`src/common/dsw_pkg.sv`:
```
// Purpose: shared constants for the deep-sleep wake timer
// Assumes: APB with 32-bit data, one aligned word per register
// Notes:   offsets are byte addresses

package dsw_pkg;

  // ----------------------------------------------------------------
  // register map
  // ----------------------------------------------------------------
  localparam logic [7:0] OFS_WAKE_TIMING   = 8'h00;
  localparam logic [7:0] OFS_SLEEP_DUR     = 8'h04;
  localparam logic [7:0] OFS_SLEEP_ELAPSED = 8'h08;
  localparam logic [7:0] OFS_SLEEP_CTRL    = 8'h0C;
  localparam logic [7:0] OFS_CORE_CTRL2    = 8'h10;
  localparam logic [7:0] OFS_GEN_CTRL      = 8'h14;
  localparam logic [7:0] OFS_MEM_BASE      = 8'h18;
  localparam logic [7:0] OFS_IRQ_STATUS    = 8'h1C;
  localparam logic [7:0] OFS_IRQ_CLEAR     = 8'h20;
  localparam logic [7:0] OFS_IRQ_ENABLE    = 8'h24;
  localparam logic [7:0] OFS_SLOT_COUNT    = 8'h28;

  // ----------------------------------------------------------------
  // field positions
  // ----------------------------------------------------------------
  localparam int POS_ASSERT_LEAD   = 0;
  localparam int POS_DEASSERT_LEAD = 8;
  localparam int POS_EXT_LEN       = 16;
  localparam int POS_LP_SEL        = 24;
  localparam int POS_SLEEP_REQ     = 0;
  localparam int POS_EXT_IGNORE    = 1;
  localparam int POS_ASLEEP        = 2;
  localparam int POS_PD_ALLOWED    = 0;
  localparam int POS_CORE_CLK_EN   = 1;
  localparam int POS_RADIO_SLEEP   = 2;
  localparam int POS_EXT_WAKE      = 0;
  localparam int POS_EV_WAKE       = 0;
  localparam int POS_EV_EXIT       = 1;
  localparam int NUM_EVENTS        = 2;

  // ----------------------------------------------------------------
  // values after reset
  // ----------------------------------------------------------------
  localparam logic [7:0]  RST_ASSERT_LEAD   = 8'h04;
  localparam logic [7:0]  RST_DEASSERT_LEAD = 8'h01;
  localparam logic [7:0]  RST_EXT_LEN       = 8'h02;
  localparam logic [1:0]  RST_LP_SEL        = 2'h2;
  localparam logic [31:0] RST_MEM_BASE      = 32'h0000_0000;

  // ----------------------------------------------------------------
  // slot reference on the low-power tick
  // ----------------------------------------------------------------
  localparam int SLOT_TIME_US = 625;
  localparam int LP_FREQ_15K  = 15000;
  localparam int LP_FREQ_32K  = 32000;
  localparam int LP_FREQ_32K7 = 32768;
  localparam int US_PER_S     = 1000000;
  localparam int SLOT_ACC_W   = 25;
  localparam logic [1:0] LP_SEL_15K  = 2'h0;
  localparam logic [1:0] LP_SEL_32K  = 2'h1;

endpackage

```
`src/common/dsw_irq_if.sv`:
```
// Purpose: event and register path between timer core and interrupt block
// Assumes: single clock domain
// Notes:   write strobes are one-cycle pulses

`timescale 1ns/10ps

interface dsw_irq_if;
  import dsw_pkg::*;
  logic [NUM_EVENTS-1:0] events;
  logic                  enableWe;
  logic                  clearWe;
  logic [NUM_EVENTS-1:0] wdata;
  logic [NUM_EVENTS-1:0] status;
  logic [NUM_EVENTS-1:0] enable;
  logic                  irq;

  modport src  (output events, enableWe, clearWe, wdata, input status, enable, irq);
  modport sink (input events, enableWe, clearWe, wdata, output status, enable, irq);
endinterface

```
`src/logic/dsw_sync3.sv`:
```
// Purpose: three-stage input synchroniser with agreement filter
// Assumes: inputs are asynchronous to core_clk
// Notes:   output changes only when stages two and three agree

`timescale 1ns/10ps

module dsw_sync3 #(
  parameter int W = 1
) (
  // clock and reset
  input  wire logic         core_clk,
  input  wire logic         srst,
  // pins
  input  wire logic [W-1:0] asyncIn,
  output logic      [W-1:0] syncOut
);

  typedef struct packed {
    logic [W-1:0] s1;
    logic [W-1:0] s2;
    logic [W-1:0] s3;
    logic [W-1:0] held;
  } dsw_sync_t;

  dsw_sync_t r;
  dsw_sync_t next_r;

  always_comb begin
    next_r    = r;
    next_r.s1 = asyncIn;
    next_r.s2 = r.s1;
    next_r.s3 = r.s2;
    for (int i = 0; i < W; i++) begin
      if (r.s2[i] == r.s3[i]) begin
        next_r.held[i] = r.s3[i];
      end
    end
  end

  always_ff @(posedge core_clk) begin
    if (srst) begin
      r <= '0;
    end else begin
      r <= next_r;
    end
  end

  assign syncOut = r.held;

endmodule

```
`src/logic/dsw_irq_ctrl.sv`:
```
// Purpose: sticky event status, enable mask and one level interrupt
// Assumes: strobes come from the register decoder of the timer core
// Notes:   an event in the clearing cycle stays set

`timescale 1ns/10ps

module dsw_irq_ctrl (
  // clock and reset
  input  wire logic core_clk,
  input  wire logic srst,
  // event path
  dsw_irq_if.sink   port
);
  import dsw_pkg::*;

  typedef struct packed {
    logic [NUM_EVENTS-1:0] status;
    logic [NUM_EVENTS-1:0] enable;
  } dsw_irq_t;

  dsw_irq_t r;
  dsw_irq_t next_r;

  always_comb begin
    next_r = r;
    if (port.clearWe) begin
      next_r.status = r.status & ~port.wdata;
    end
    // set after clear so a coincident event wins
    next_r.status = next_r.status | port.events;
    if (port.enableWe) begin
      next_r.enable = port.wdata;
    end
  end

  always_ff @(posedge core_clk) begin
    if (srst) begin
      r <= '0;
    end else begin
      r <= next_r;
    end
  end

  assign port.status = r.status;
  assign port.enable = r.enable;
  assign port.irq    = |(r.status & r.enable);

endmodule

```
`src/logic/dsw_wake_timer.sv`:
```
// Purpose: deep-sleep entry and wake sequencing for the baseband core
// Assumes: low-power tick arrives on a pin, far slower than core_clk
// Notes:   APB slave with one wait state; pslverr on unmapped offsets

`timescale 1ns/10ps

// Behaviour
// - exit always shows wake interrupt first, sleep-exit interrupt after
// - wake interrupt rises when remaining ticks equal the assert lead
// - wake interrupt falls when remaining ticks equal the deassert lead
// - a short assert lead still wakes; elapsed time then exceeds duration
// - external wake holds interrupt for pulse length minus deassert lead, or one tick if that is not positive
// - writing the external wake bit while switching or asleep raises the wake interrupt at once, unless ignored
// - asleep, the slot reference runs on the low-power tick
// - powerdown-allowed flag set once tick carries the time base
// - shared memory accesses are offset by the programmable base
// - after expiry, exit waits until core is clocked and powered
// - held external wake refuses sleep entry unless ignored
module dsw_wake_timer #(
  parameter int DUR_W = 24
) (
  // clock and reset
  input  wire logic                  core_clk,
  input  wire logic                  srst,
  // apb slave
  input  wire logic                  psel,
  input  wire logic                  penable,
  input  wire logic                  pwrite,
  input  wire logic [7:0]            paddr,
  input  wire logic [31:0]           pwdata,
  output logic      [31:0]           prdata,
  output logic                       pready,
  output logic                       pslverr,
  // pins
  input  wire logic                  lowPowerTickClock,
  input  wire logic                  radioDomainUp,
  // interrupts
  output logic                       lpWakeIrq,
  output logic                       sleepExitIrq,
  output logic                       irq,
  // power control
  output logic                       coreMasterClockEnable,
  output logic                       radioSleep,
  // shared memory master address
  input  wire logic                  memReqValid,
  input  wire logic [15:0]           memReqOffset,
  output logic      [31:0]           memAddr,
  output logic                       memAddrValid
);
  import dsw_pkg::*;

  // ----------------------------------------------------------------
  // state
  // ----------------------------------------------------------------
  typedef enum logic [2:0] {
    DSW_IDLE,
    DSW_SWITCHING,
    DSW_ASLEEP,
    DSW_WAIT_CORE
  } dsw_state_t;

  typedef struct packed {
    dsw_state_t              st;
    logic                    apbAck;
    logic [31:0]             rdata;
    logic                    slvErr;
    logic [7:0]              assertLead;
    logic [7:0]              deassertLead;
    logic [7:0]              extLen;
    logic [1:0]              lpSel;
    logic [DUR_W-1:0]        duration;
    logic [DUR_W-1:0]        elapsed;
    logic [DUR_W-1:0]        elapsedStat;
    logic                    sleepReq;
    logic                    extIgnore;
    logic                    coreClkEn;
    logic                    radioSleep;
    logic                    extWake;
    logic                    pdAllowed;
    logic [31:0]             memBase;
    logic [31:0]             memAddr;
    logic                    memValid;
    logic                    lpWake;
    logic                    lpWakePrev;
    logic                    wakeSeen;
    logic                    extActive;
    logic [7:0]              extCnt;
    logic                    sleepExit;
    logic                    tickPrev;
    logic [SLOT_ACC_W-1:0]   slotAcc;
    logic [15:0]             slotCount;
  } dsw_core_t;

  dsw_core_t r;
  dsw_core_t next_r;

  dsw_irq_if irqBus ();

  logic [1:0] pinSync;
  logic       tick;
  logic       radioUp;
  logic       apbAccess;
  logic       apbWrite;

  // ----------------------------------------------------------------
  // helpers
  // ----------------------------------------------------------------
  function automatic logic [SLOT_ACC_W-1:0] slotThreshold(input logic [1:0] sel);
    if (sel == LP_SEL_15K) begin
      slotThreshold = SLOT_ACC_W'(LP_FREQ_15K * SLOT_TIME_US);
    end else if (sel == LP_SEL_32K) begin
      slotThreshold = SLOT_ACC_W'(LP_FREQ_32K * SLOT_TIME_US);
    end else begin
      slotThreshold = SLOT_ACC_W'(LP_FREQ_32K7 * SLOT_TIME_US);
    end
  endfunction

  function automatic logic mapped(input logic [7:0] a);
    mapped = (a == OFS_WAKE_TIMING) || (a == OFS_SLEEP_DUR) || (a == OFS_SLEEP_ELAPSED)
          || (a == OFS_SLEEP_CTRL) || (a == OFS_CORE_CTRL2) || (a == OFS_GEN_CTRL)
          || (a == OFS_MEM_BASE) || (a == OFS_IRQ_STATUS) || (a == OFS_IRQ_CLEAR)
          || (a == OFS_IRQ_ENABLE) || (a == OFS_SLOT_COUNT);
  endfunction

  // external wake that is not masked by the ignore bit
  function automatic logic extHeld(input dsw_core_t s);
    extHeld = s.extWake && !s.extIgnore;
  endfunction

  // ----------------------------------------------------------------
  // pin inputs
  // ----------------------------------------------------------------
  dsw_sync3 #(
    .W (2)
  ) u_sync (
    .core_clk (core_clk),
    .srst     (srst),
    .asyncIn  ({radioDomainUp, lowPowerTickClock}),
    .syncOut  (pinSync)
  );

  assign radioUp = pinSync[1];
  assign tick    = pinSync[0] && !r.tickPrev;

  // ----------------------------------------------------------------
  // interrupt block
  // ----------------------------------------------------------------
  dsw_irq_ctrl u_irq (
    .core_clk (core_clk),
    .srst     (srst),
    .port     (irqBus.sink)
  );

  assign apbAccess = psel && penable;
  assign apbWrite  = apbAccess && r.apbAck && pwrite;

  assign irqBus.events   = {r.sleepExit, r.lpWake && !r.lpWakePrev};
  assign irqBus.enableWe = apbWrite && (paddr == OFS_IRQ_ENABLE);
  assign irqBus.clearWe  = apbWrite && (paddr == OFS_IRQ_CLEAR);
  assign irqBus.wdata    = pwdata[NUM_EVENTS-1:0];

  // ----------------------------------------------------------------
  // next state
  // ----------------------------------------------------------------
  always_comb begin
    logic [DUR_W-1:0] nextElapsed;
    logic [DUR_W-1:0] remaining;
    logic [7:0]       extSpan;
    logic [SLOT_ACC_W-1:0] accSum;
    nextElapsed = r.elapsed + DUR_W'(1);
    remaining   = r.duration - nextElapsed;
    extSpan     = (r.extLen > r.deassertLead) ? (r.extLen - r.deassertLead) : 8'h01;
    accSum      = r.slotAcc + SLOT_ACC_W'(US_PER_S);
    next_r            = r;
    next_r.tickPrev   = pinSync[0];
    next_r.lpWakePrev = r.lpWake;
    next_r.sleepExit  = 1'b0;
    next_r.memValid   = memReqValid;

    // bus master address is base plus offset
    if (memReqValid) begin
      next_r.memAddr = r.memBase + {16'h0000, memReqOffset};
    end

    // apb: access phase takes one wait state
    if (apbAccess && !r.apbAck) begin
      next_r.apbAck = 1'b1;
      next_r.slvErr = !mapped(paddr);
      next_r.rdata  = 32'h0000_0000;
      if (!pwrite) begin
        case (paddr)
          OFS_WAKE_TIMING: begin
            next_r.rdata = {6'h00, r.lpSel, r.extLen, r.deassertLead, r.assertLead};
          end
          OFS_SLEEP_DUR:     next_r.rdata = 32'(r.duration);
          OFS_SLEEP_ELAPSED: next_r.rdata = 32'(r.elapsedStat);
          OFS_SLEEP_CTRL: begin
            next_r.rdata = {29'h0, (r.st != DSW_IDLE), r.extIgnore, r.sleepReq};
          end
          OFS_CORE_CTRL2: begin
            next_r.rdata = {29'h0, r.radioSleep, r.coreClkEn, r.pdAllowed};
          end
          OFS_GEN_CTRL:   next_r.rdata = {31'h0, r.extWake};
          OFS_MEM_BASE:   next_r.rdata = r.memBase;
          OFS_IRQ_STATUS: next_r.rdata = 32'(irqBus.status);
          OFS_IRQ_ENABLE: next_r.rdata = 32'(irqBus.enable);
          OFS_SLOT_COUNT: next_r.rdata = {16'h0000, r.slotCount};
          default:        next_r.rdata = 32'h0000_0000;
        endcase
      end
    end else begin
      next_r.apbAck = 1'b0;
    end

    // register writes take effect at the pready edge
    if (apbWrite) begin
      case (paddr)
        OFS_WAKE_TIMING: begin
          next_r.assertLead   = pwdata[POS_ASSERT_LEAD +: 8];
          next_r.deassertLead = pwdata[POS_DEASSERT_LEAD +: 8];
          next_r.extLen       = pwdata[POS_EXT_LEN +: 8];
          next_r.lpSel        = pwdata[POS_LP_SEL +: 2];
        end
        OFS_SLEEP_DUR: next_r.duration = pwdata[DUR_W-1:0];
        OFS_SLEEP_CTRL: begin
          next_r.sleepReq  = pwdata[POS_SLEEP_REQ];
          next_r.extIgnore = pwdata[POS_EXT_IGNORE];
        end
        OFS_CORE_CTRL2: begin
          next_r.coreClkEn  = pwdata[POS_CORE_CLK_EN];
          next_r.radioSleep = pwdata[POS_RADIO_SLEEP];
        end
        OFS_GEN_CTRL: begin
          next_r.extWake = pwdata[POS_EXT_WAKE];
        end
        OFS_MEM_BASE: next_r.memBase = pwdata;
        default: begin
        end
      endcase
    end

    // slot reference runs only while the tick carries the time base
    if (tick && (r.st != DSW_IDLE)) begin
      if (accSum >= slotThreshold(r.lpSel)) begin
        next_r.slotAcc   = accSum - slotThreshold(r.lpSel);
        next_r.slotCount = r.slotCount + 16'h0001;
      end else begin
        next_r.slotAcc = accSum;
      end
    end

    // external wake pulse counted in low-power ticks
    if (tick && r.extActive) begin
      if (r.extCnt <= 8'h01) begin
        next_r.extActive = 1'b0;
        next_r.lpWake    = 1'b0;
      end else begin
        next_r.extCnt = r.extCnt - 8'h01;
      end
    end

    case (r.st)
      DSW_IDLE: begin
        if (r.sleepReq) begin
          if (extHeld(r)) begin
            // refused entry is reported by the request bit falling
            next_r.sleepReq = 1'b0;
          end else begin
            next_r.st       = DSW_SWITCHING;
            next_r.elapsed  = '0;
            next_r.wakeSeen = 1'b0;
            next_r.slotAcc  = '0;
          end
        end
      end
      DSW_SWITCHING: begin
        if (tick) begin
          next_r.pdAllowed = 1'b1;
          next_r.st        = DSW_ASLEEP;
        end
      end
      DSW_ASLEEP: begin
        if (tick) begin
          next_r.elapsed = nextElapsed;
          if ((remaining == DUR_W'(r.assertLead)) && (r.assertLead != 8'h00)) begin
            next_r.lpWake   = 1'b1;
            next_r.wakeSeen = 1'b1;
          end
          if ((remaining == DUR_W'(r.deassertLead)) && r.lpWake) begin
            next_r.lpWake = 1'b0;
          end
          if (nextElapsed >= r.duration) begin
            next_r.st = DSW_WAIT_CORE;
            // a lead too short to fire still gives one wake tick
            if (!r.wakeSeen || next_r.lpWake) begin
              next_r.lpWake    = 1'b1;
              next_r.wakeSeen  = 1'b1;
              next_r.extActive = 1'b1;
              next_r.extCnt    = 8'h01;
            end
          end
        end
      end
      DSW_WAIT_CORE: begin
        if (tick) begin
          next_r.elapsed = nextElapsed;
        end
        // exit only after the wake pulse ended and the core is back
        if (r.wakeSeen && !r.lpWake && !r.extActive && r.coreClkEn && radioUp
            && !r.radioSleep) begin
          next_r.st          = DSW_IDLE;
          next_r.elapsedStat = r.elapsed;
          next_r.sleepExit   = 1'b1;
          next_r.sleepReq    = 1'b0;
          next_r.pdAllowed   = 1'b0;
        end
      end
      default: begin
        next_r.st = DSW_IDLE;
      end
    endcase

    // writing the wake bit moves to DSW_WAIT_CORE, where elapsed keeps counting ticks, and raises the interrupt
    if (apbWrite && (paddr == OFS_GEN_CTRL) && pwdata[POS_EXT_WAKE] && !r.extWake
        && !r.extIgnore && ((r.st == DSW_SWITCHING) || (r.st == DSW_ASLEEP))) begin
      next_r.lpWake    = 1'b1;
      next_r.wakeSeen  = 1'b1;
      next_r.extActive = 1'b1;
      next_r.extCnt    = extSpan;
      next_r.pdAllowed = 1'b1;
      next_r.st        = DSW_WAIT_CORE;
    end
  end

  // ----------------------------------------------------------------
  // registers
  // ----------------------------------------------------------------
  always_ff @(posedge core_clk) begin
    if (srst) begin
      r              <= '0;
      r.st           <= DSW_IDLE;
      r.assertLead   <= RST_ASSERT_LEAD;
      r.deassertLead <= RST_DEASSERT_LEAD;
      r.extLen       <= RST_EXT_LEN;
      r.lpSel        <= RST_LP_SEL;
      r.memBase      <= RST_MEM_BASE;
      r.coreClkEn    <= 1'b1;
    end else begin
      r <= next_r;
    end
  end

  // ----------------------------------------------------------------
  // outputs
  // ----------------------------------------------------------------
  assign prdata                = r.rdata;
  assign pready                = r.apbAck;
  assign pslverr               = r.apbAck && r.slvErr;
  assign lpWakeIrq             = r.lpWake;
  assign sleepExitIrq          = r.sleepExit;
  assign irq                   = irqBus.irq;
  assign coreMasterClockEnable = r.coreClkEn;
  assign radioSleep            = r.radioSleep;
  assign memAddr               = r.memAddr;
  assign memAddrValid          = r.memValid;

endmodule

```
`config.mk`:
```
export PLATFORM = sky130hd
export DESIGN_NAME = dsw_wake_timer
export DESIGN_NICKNAME = d
export VERILOG_FILES = /design/src/common/dsw_pkg.sv /design/src/common/dsw_irq_if.sv /design/src/logic/dsw_sync3.sv /design/src/logic/dsw_irq_ctrl.sv /design/src/logic/dsw_wake_timer.sv
export SDC_FILE = /design/constraint.sdc
export NUM_CORES = 1
export LEC_CHECK = 0
export ABC_CLOCK_PERIOD_IN_PS = 7500
export BUFFER_PORTS_ARGS = -buffer_cell sky130_fd_sc_hd__buf_4
export CAP_MARGIN = 20
export CORE_ASPECT_RATIO = 0.9
export CORE_MARGIN = 3
export CORE_UTILIZATION = 60
export CTS_BUF_LIST = sky130_fd_sc_hd__clkbuf_16
export DETAILED_ROUTE_END_ITERATION = 12
export PLACE_DENSITY = 0.8
export SLEW_MARGIN = 20
export SYNTH_ARGS = -nofsm -noshare
export SYNTH_HDL_FRONTEND = slang
export SYNTH_SLANG_ARGS = --single-unit
```
`constraint.sdc`:
```
create_clock -name core_clk -period 7.5 [get_ports core_clk]
set_clock_uncertainty 0.15 [all_clocks]
set_input_delay 1.5 -clock core_clk [delete_from_list [all_inputs] [get_ports core_clk]]
set_output_delay 1.5 -clock core_clk [all_outputs]
set_load 0.01 [all_outputs]
```
**After elaboration in Yosys (flattened, before gate mapping)**

Cells that the tools add are included.

- Register bits: 273
- Bits in latches: 0
- Bits in writable memories: 0
- Memory bits (read-only): 0
- Input bits: 64
- Output and inout port bits: 72
- Logic and storage cells: 220
- Memories: 0

- Add/subtract/negate cells: 8
- Multipliers: 0
- Div/mod/pow operators: 0
- Magnitude comparators: 4
- Eq/ne operators: 31
- Shift operators: 0
- Multiplexer cells: 64
- Bitwise operators: 5
- Reductions and logical operators: 71

Operators with widths:

| kind | number |
|---|---|
| $pmux 32 s10 | 1 |
| $mux 25 | 8 |
| $mux 24 | 3 |
| $eq 24x8->1 | 2 |
| $pmux 24 s2 | 1 |
| $mux 41 | 1 |
| $mux 10 | 4 |
| $add 32x16->32 | 1 |
| $eq 8x5->1 const B | 4 |
| $mux 32 | 1 |
| $add 25x20->25 const B | 1 |
| $ge 25x25->1 | 1 |
| $sub 25x25->25 | 1 |
| $add 24x1->24 const B | 1 |
| $eq 8x6->1 const B | 3 |
| $ge 24x24->1 | 1 |
| $logic_and 1x1->1 | 24 |
| $mux 1 | 24 |
| $sub 24x24->24 | 1 |
| $mux 20 | 1 |
| $mux 3 | 6 |
| $mux 9 | 2 |
| $add 16x1->16 const B | 1 |
| $eq 8x4->1 const B | 2 |
| 36 further kinds | 88 |

**Longest topological paths before layout**

- Depth after elaboration: 14
- Depth in mapped cells: 23
- Depth with buffers taken out: 21

**Cells and area by module**

A second synthesis with hierarchy kept.

- Cells, all modules: 2085
- Area total of the unflattened synthesis: 15946.5 µm²

By module, submodules not included:

| module | instances | cells each | area an instance (µm²) | seq. area each (µm²) |
|---|---|---|---|---|
| dsw_wake_timer | 1 | 2048 | 15554.9 | 5144.9 |
| dsw_sync3 | 1 | 22 | 242.7 | 160.2 |
| dsw_irq_ctrl | 1 | 15 | 148.9 | 80.1 |

**Worst setup path before layout**

Ideal clock, no wire load.

- Kind: register to register
- Start point: reg r[150] (netlist bit)
- End point: reg r, in the netlist lpWakeIrq
- Setup time: 122 ps
- Data arrival time: 5154 ps
- Data required time: 7228 ps
- Setup slack: 2075 ps
- Cell stages (with the launch flop): 23
- Buffers on the path: 2
- Period minus slack after synthesis: 5425 ps
- Cells stage by stage: dfxtp_1 > ha_1 > and3_1 > nand3_1 > nor2_1 > and3_1 > and3_1 > and3_1 > and3_1 > clkbuf_1 > nand3_1 > xor2_1 > ha_1 > clkbuf_1 > and3_1 > nor2b_1 > and3_1 > or3_1 > a311oi_1 > o2111ai_1 > nor4_1 > nor2_1 > o311a_1

- Word-level cells in the longest chain between the ends: 14
- Elaborated cells on any way between the ends: 17
- Classes of those cells: 2 x add/sub; 1 x order compare; 2 x eq/ne; 9 x mux; 3 x reduce/logical

Ends and longest elaborated chain:

| what | line | source |
|---|---|---|
| from (decl) | dsw_wake_timer.sv:94 | `dsw_core_t r;` |
| from (signal assigned) | dsw_wake_timer.sv:349 | `r <= next_r;` |
| $add 24x1->24 * | dsw_wake_timer.sv:170 | `nextElapsed = r.elapsed + DUR_W'(1);` |
| $sub 24x24->24 | dsw_wake_timer.sv:171 | `remaining = r.duration - nextElapsed;` |
| $eq 24x8->1 | dsw_wake_timer.sv:285 | `if ((remaining == DUR_W'(r.assertLead)) && (r.assertLead != 8'h00)) begin` |
| $logic_and 1x1->1 | dsw_wake_timer.sv:285 |  |
| $mux 1 | dsw_wake_timer.sv:285 |  |
| $mux 1 | dsw_wake_timer.sv:289 | `if ((remaining == DUR_W'(r.deassertLead)) && r.lpWake) begin` |
| $mux 1 | dsw_wake_timer.sv:283 | `if (tick) begin` |
| $mux 1 | dsw_wake_timer.sv:262 | `case (r.st)` |
| $logic_or 1x1->1 | dsw_wake_timer.sv:295 | `if (!r.wakeSeen \|\| next_r.lpWake) begin` |
| $mux 1 | dsw_wake_timer.sv:295 |  |
| $mux 1 * | dsw_wake_timer.sv:292 | `if (nextElapsed >= r.duration) begin` |
| $mux 1 * | dsw_wake_timer.sv:283 |  |
| $mux 1 * | dsw_wake_timer.sv:262 |  |
| $mux 1 * | dsw_wake_timer.sv:324 | `if (apbWrite && (paddr == OFS_GEN_CTRL) && pwdata[POS_EXT_WAKE] && !r.extWake` |

Mark *: on every way between the ends. The rest lies on a longest branch, timed or not. The select of a mux whose other input is x is not followed.
A chain may end at the register's enable or synchronous reset.

**Worst setup path in the final report**

- Start point: reg r[150] (netlist bit)
- End point: reg r[45] (netlist bit)

- Word-level cells in the longest chain between the ends: 14
- Elaborated cells on any way between the ends: 17
- Classes of those cells: 2 x add/sub; 1 x order compare; 2 x eq/ne; 9 x mux; 3 x reduce/logical

Ends and longest elaborated chain:

| what | line |
|---|---|
| $add 24x1->24 * | dsw_wake_timer.sv:170 |
| $sub 24x24->24 | dsw_wake_timer.sv:171 |
| $eq 24x8->1 | dsw_wake_timer.sv:285 |
| $logic_and 1x1->1 | dsw_wake_timer.sv:285 |
| $mux 1 | dsw_wake_timer.sv:285 |
| $mux 1 | dsw_wake_timer.sv:289 |
| $mux 1 | dsw_wake_timer.sv:283 |
| $mux 1 | dsw_wake_timer.sv:262 |
| $logic_or 1x1->1 | dsw_wake_timer.sv:295 |
| $mux 10 | dsw_wake_timer.sv:295 |
| $mux 10 * | dsw_wake_timer.sv:292 |
| $mux 10 * | dsw_wake_timer.sv:283 |
| $mux 9 * | dsw_wake_timer.sv:262 |
| $mux 10 * | dsw_wake_timer.sv:324 |

Marked as above.

==> impl_metrics.env <==
export IMPL_cpMaxStageDelayCell="nor4_1"
export IMPL_cap_violations=0
export IMPL_cts_root_buf="clkbuf_16"
export IMPL_io_pins=136
export IMPL_synth_nets=2201
export IMPL_grt_pass1_wl_um=73080
export IMPL_yosys_mux_area_fraction_pct=1.146
export IMPL_synth_compound_area_share_pct=22.32
export IMPL_cp_max_fo=9
export IMPL_synthCells=2060
export IMPL_synth_flop_cell="dfxtp_1"
export IMPL_outcome="finished clean"
export IMPL_rows=55
export IMPL_h_tree_depth=1
export IMPL_synth_xor_area_share_pct=6.970
export IMPL_final_area_um2=17310
export IMPL_grt_pass1_vias=13710
export IMPL_cpMostUsedCell="and3_1"
export IMPL_wl_um=46280
export IMPL_grt_max_degree=134
export IMPL_cts_sinks=269
export IMPL_fmax_ghz=0.1673
export IMPL_areaGrowthSynthToFinish_pct=9.325
export IMPL_fillers=2173
export IMPL_synth_adder_area_share_pct=6.275
export IMPL_synth_top_family_by_area="simple AND/OR/NAND/NOR gates"
export IMPL_rsz0062_at_grt="no"
export IMPL_cts_path_max_buffers=3
export IMPL_hold_path_startpoint="u_sync.next_r[4]"
export IMPL_r2r_start="r[150]"
export IMPL_start_util_pct=62.01
export IMPL_portBuffers=135
export IMPL_cp_required_ns=7.80
export IMPL_path_buf_inv=0
export IMPL_worstMarginPinSlew_ns=1.091
export IMPL_ys_types=74
export IMPL_antenna_found_initial=0
export IMPL_fp_dieW_um=177.2
export IMPL_dp_hpwl_um=33690
export IMPL_grt_usage_pct=31.33
export IMPL_path_cells="ha_1, and3_1, nand3_1, nor2_1, and3_1, and3_1, and3_1, and3_1, nand3_1, xor2_1, ha_1, and3_1, nor2b_1, and3_1, or3_1, a311oi_1, o2111ai_1, nor4_1, o31ai_4, o32ai_1"
export IMPL_place_gp_congestion=0.9427
export IMPL_worst_hold_path_type="register to register"
export IMPL_layout_min_cycle_time_ns=5.976
export IMPL_slew_viol_final=0
export IMPL_cp_end_kind="register"
export IMPL_overflow=0
export IMPL_hold_violations=0
export IMPL_drt_iter0_drc=1499
export IMPL_syn_avg_cell_area_um2=7.686
export IMPL_maxSlewHeadroom_pct=27.24
export IMPL_layout_nets=2195
export IMPL_path_delay_family="simple AND/OR/NAND/NOR gates"
export IMPL_clk_insertion_delay_late_ns=0.55
export IMPL_ctsHoldBuffers=0
export IMPL_place_area_um2=16430
export IMPL_synthesis_area_um2=15830
export IMPL_cts_tree="yes"
export IMPL_fp_dieH_um=160.1
export IMPL_startpoint="r[150]"
export IMPL_core_area_um2=25530
export IMPL_cts_resized=0
export IMPL_synth_simple_area_share_pct=22.36
export IMPL_vias_per_cell=6.215
export IMPL_netlist_top_cells_area="dfxtp_1, nand2_1, a21oi_1"
export IMPL_finalSetupViolations=0
export IMPL_fin_crit_sh_pct=79.67
export IMPL_yosys_warnings=0
export IMPL_crit_arrival_ns=6.27
export IMPL_antenna_cells=0
export IMPL_clk_pin_slew_worst_paths_ns=0.07
export IMPL_p_per_area_nw_per_um2=172.4
export IMPL_cp_start_kind="register"
export IMPL_synth_top_area_share_pct=34.01
export IMPL_ant_nets=0
export IMPL_cts_made_buffers=28
export IMPL_finalNonFillerCells=2413
export IMPL_critPathKind="register to register"
export IMPL_synth_edff_count=0
export IMPL_seq_area_frac_synth_pct=34.01
export IMPL_ys_ff_latch=269
export IMPL_drcViolationCount=0
export IMPL_ir_drop_v=0.0001612
export IMPL_drive_gt1_share_pct=9.995
export IMPL_total_power_uw=2985
export IMPL_yosys_area_top_type="dfxtp_1"
export IMPL_vias=15000
export IMPL_drt_pass1_iter_count=9
export IMPL_setup_tns_ns=0
export IMPL_synthArstFlopShare_pct=0
export IMPL_slowest_delay_ns=0.58
export IMPL_place_inst=2366
export IMPL_wl_per_cell_um=19.18
export IMPL_fp_dieArea_um2=28380
export IMPL_power_leakage_uw=0.006600
export IMPL_cts_setup_buffers=0
==> stage by stage <==
stage / setup WS (ns) / utilization [%] / hold slack, ns
2_1_floorplan: 2.075 / - / 0.2638
3_3_place_gp: 1.755 / 64.37 / 0.2774
3_5_place_dp: 1.603 / 64.37 / 0.2822
4_1_cts: 1.580 / 67.78 / 0.3076
5_1_grt: 1.072 / 67.80 / 0.3287
6_report: 1.524 / 67.80 / 0.3023
==> cells in the final DEF (no fill, tap or decap), types with 26 or more instances in the layout <==
cell type and count:
nor2_1 202, a21o_1 36, xor2_1 49, nand4_1 30
nand3_1 45, nor3_1 26, and3_1 38, xnor2_1 77
a22oi_1 44, inv_1 49, clkbuf_16 29, o21ai_0 78
a21oi_1 237, nand2_1 329, buf_4 144, ha_1 73
dfxtp_1 269
==> layer usage <==
metal	share of wire [%]	routed length, um	global-route usage (%)
met1	43	19990	43.47
met2	44	20540	48.93
met3	7.0	3246	3.519
met4	5.4	2502	14.32
met5	0	0	0
==> path summary, 6_finish.rpt <==
| kind | to | slack (ns) | cells after the start |
|---|---|---|---|
| setup / recovery | r[45] | 1.52 | 20 |
| setup reg to reg | r[45] | 1.52 | 20 |
| hold / removal | u_sync.next_r[2] | 0.30 | 1 |
| hold reg to reg | u_sync.next_r[2] | 0.30 | 1 |
==> where the power goes <==
part           leakage [uW]  switching (uW)  internal, uW
logic               0.00399             115          69.5
clock network      0.000437             583           763
registers           0.00217            10.1          1440
==> area by class of cell <==
| class | instances | area (um^2) | share of cell area [%] |
|---|---|---|---|
| Tap cell | 342 | 427.9 | 2.472 |
| Multi-Input combinational cell | 1565 | 9364 | 54.10 |
| Sequential cell | 269 | 5385 | 31.11 |
| Inverter | 45 | 168.9 | 0.9759 |
| Clock inverter | 18 | 145.1 | 0.8385 |
| Clock buffer | 29 | 725.7 | 4.193 |
| Timing Repair Buffer | 145 | 1092 | 6.311 |
==> cells in the mapped netlist (all sizes together), types with 18 or more instances <==
| library cell | count |
|---|---|
| nand2 | 330 |
| nand4 | 30 |
| a31oi | 22 |
| xor2 | 49 |
| a21o | 37 |
| o21a | 18 |
| nor3 | 26 |
| nand3 | 45 |
| nor2 | 204 |
| xnor2 | 77 |
| and3 | 41 |
| a21oi | 237 |
| clkbuf | 112 |
| a211oi | 25 |
| nor2b | 20 |
| a22oi | 44 |
| o21ai | 80 |
| ha | 73 |
| buf | 69 |
| dfxtp | 269 |
| inv | 44 |
==> sequential cells by signal, indices dropped and copies added (netlist names) <==
signal and flops:
coreMasterClockEnable 1, lpWakeIrq 1, memAddr 32, memAddrValid 1, prdata 32, pready 1, r 187, radioSleep 1
sleepExitIrq 1, u_irq.port.enable 2, u_irq.port.status 2, u_sync.next_r 4, u_sync.r 2, u_sync.syncOut 2
==> cell families after synthesis <==
kind of cell	count (synthesis)
AO/OA/AOI/OAI	560
adder cells (fa/ha/maj)	77
multiplexers	18
buffers and inverters	226
flip-flops	269
XOR/XNOR	126
AND/OR/NAND/NOR	784
==> worst reg2reg max path, delay by kind of cell, from the launching register on <==
family / cells / cell delay [ns]
AOI/OAI and AO/OA: 4 / 0.98
and+or+nand+nor: 13 / 3.44
adders and majority gates: 2 / 0.68
DFF: 1 / 0.44
xor gates and xnor gates: 1 / 0.16
Note: power is estimated with default switching activity, not from simulation.
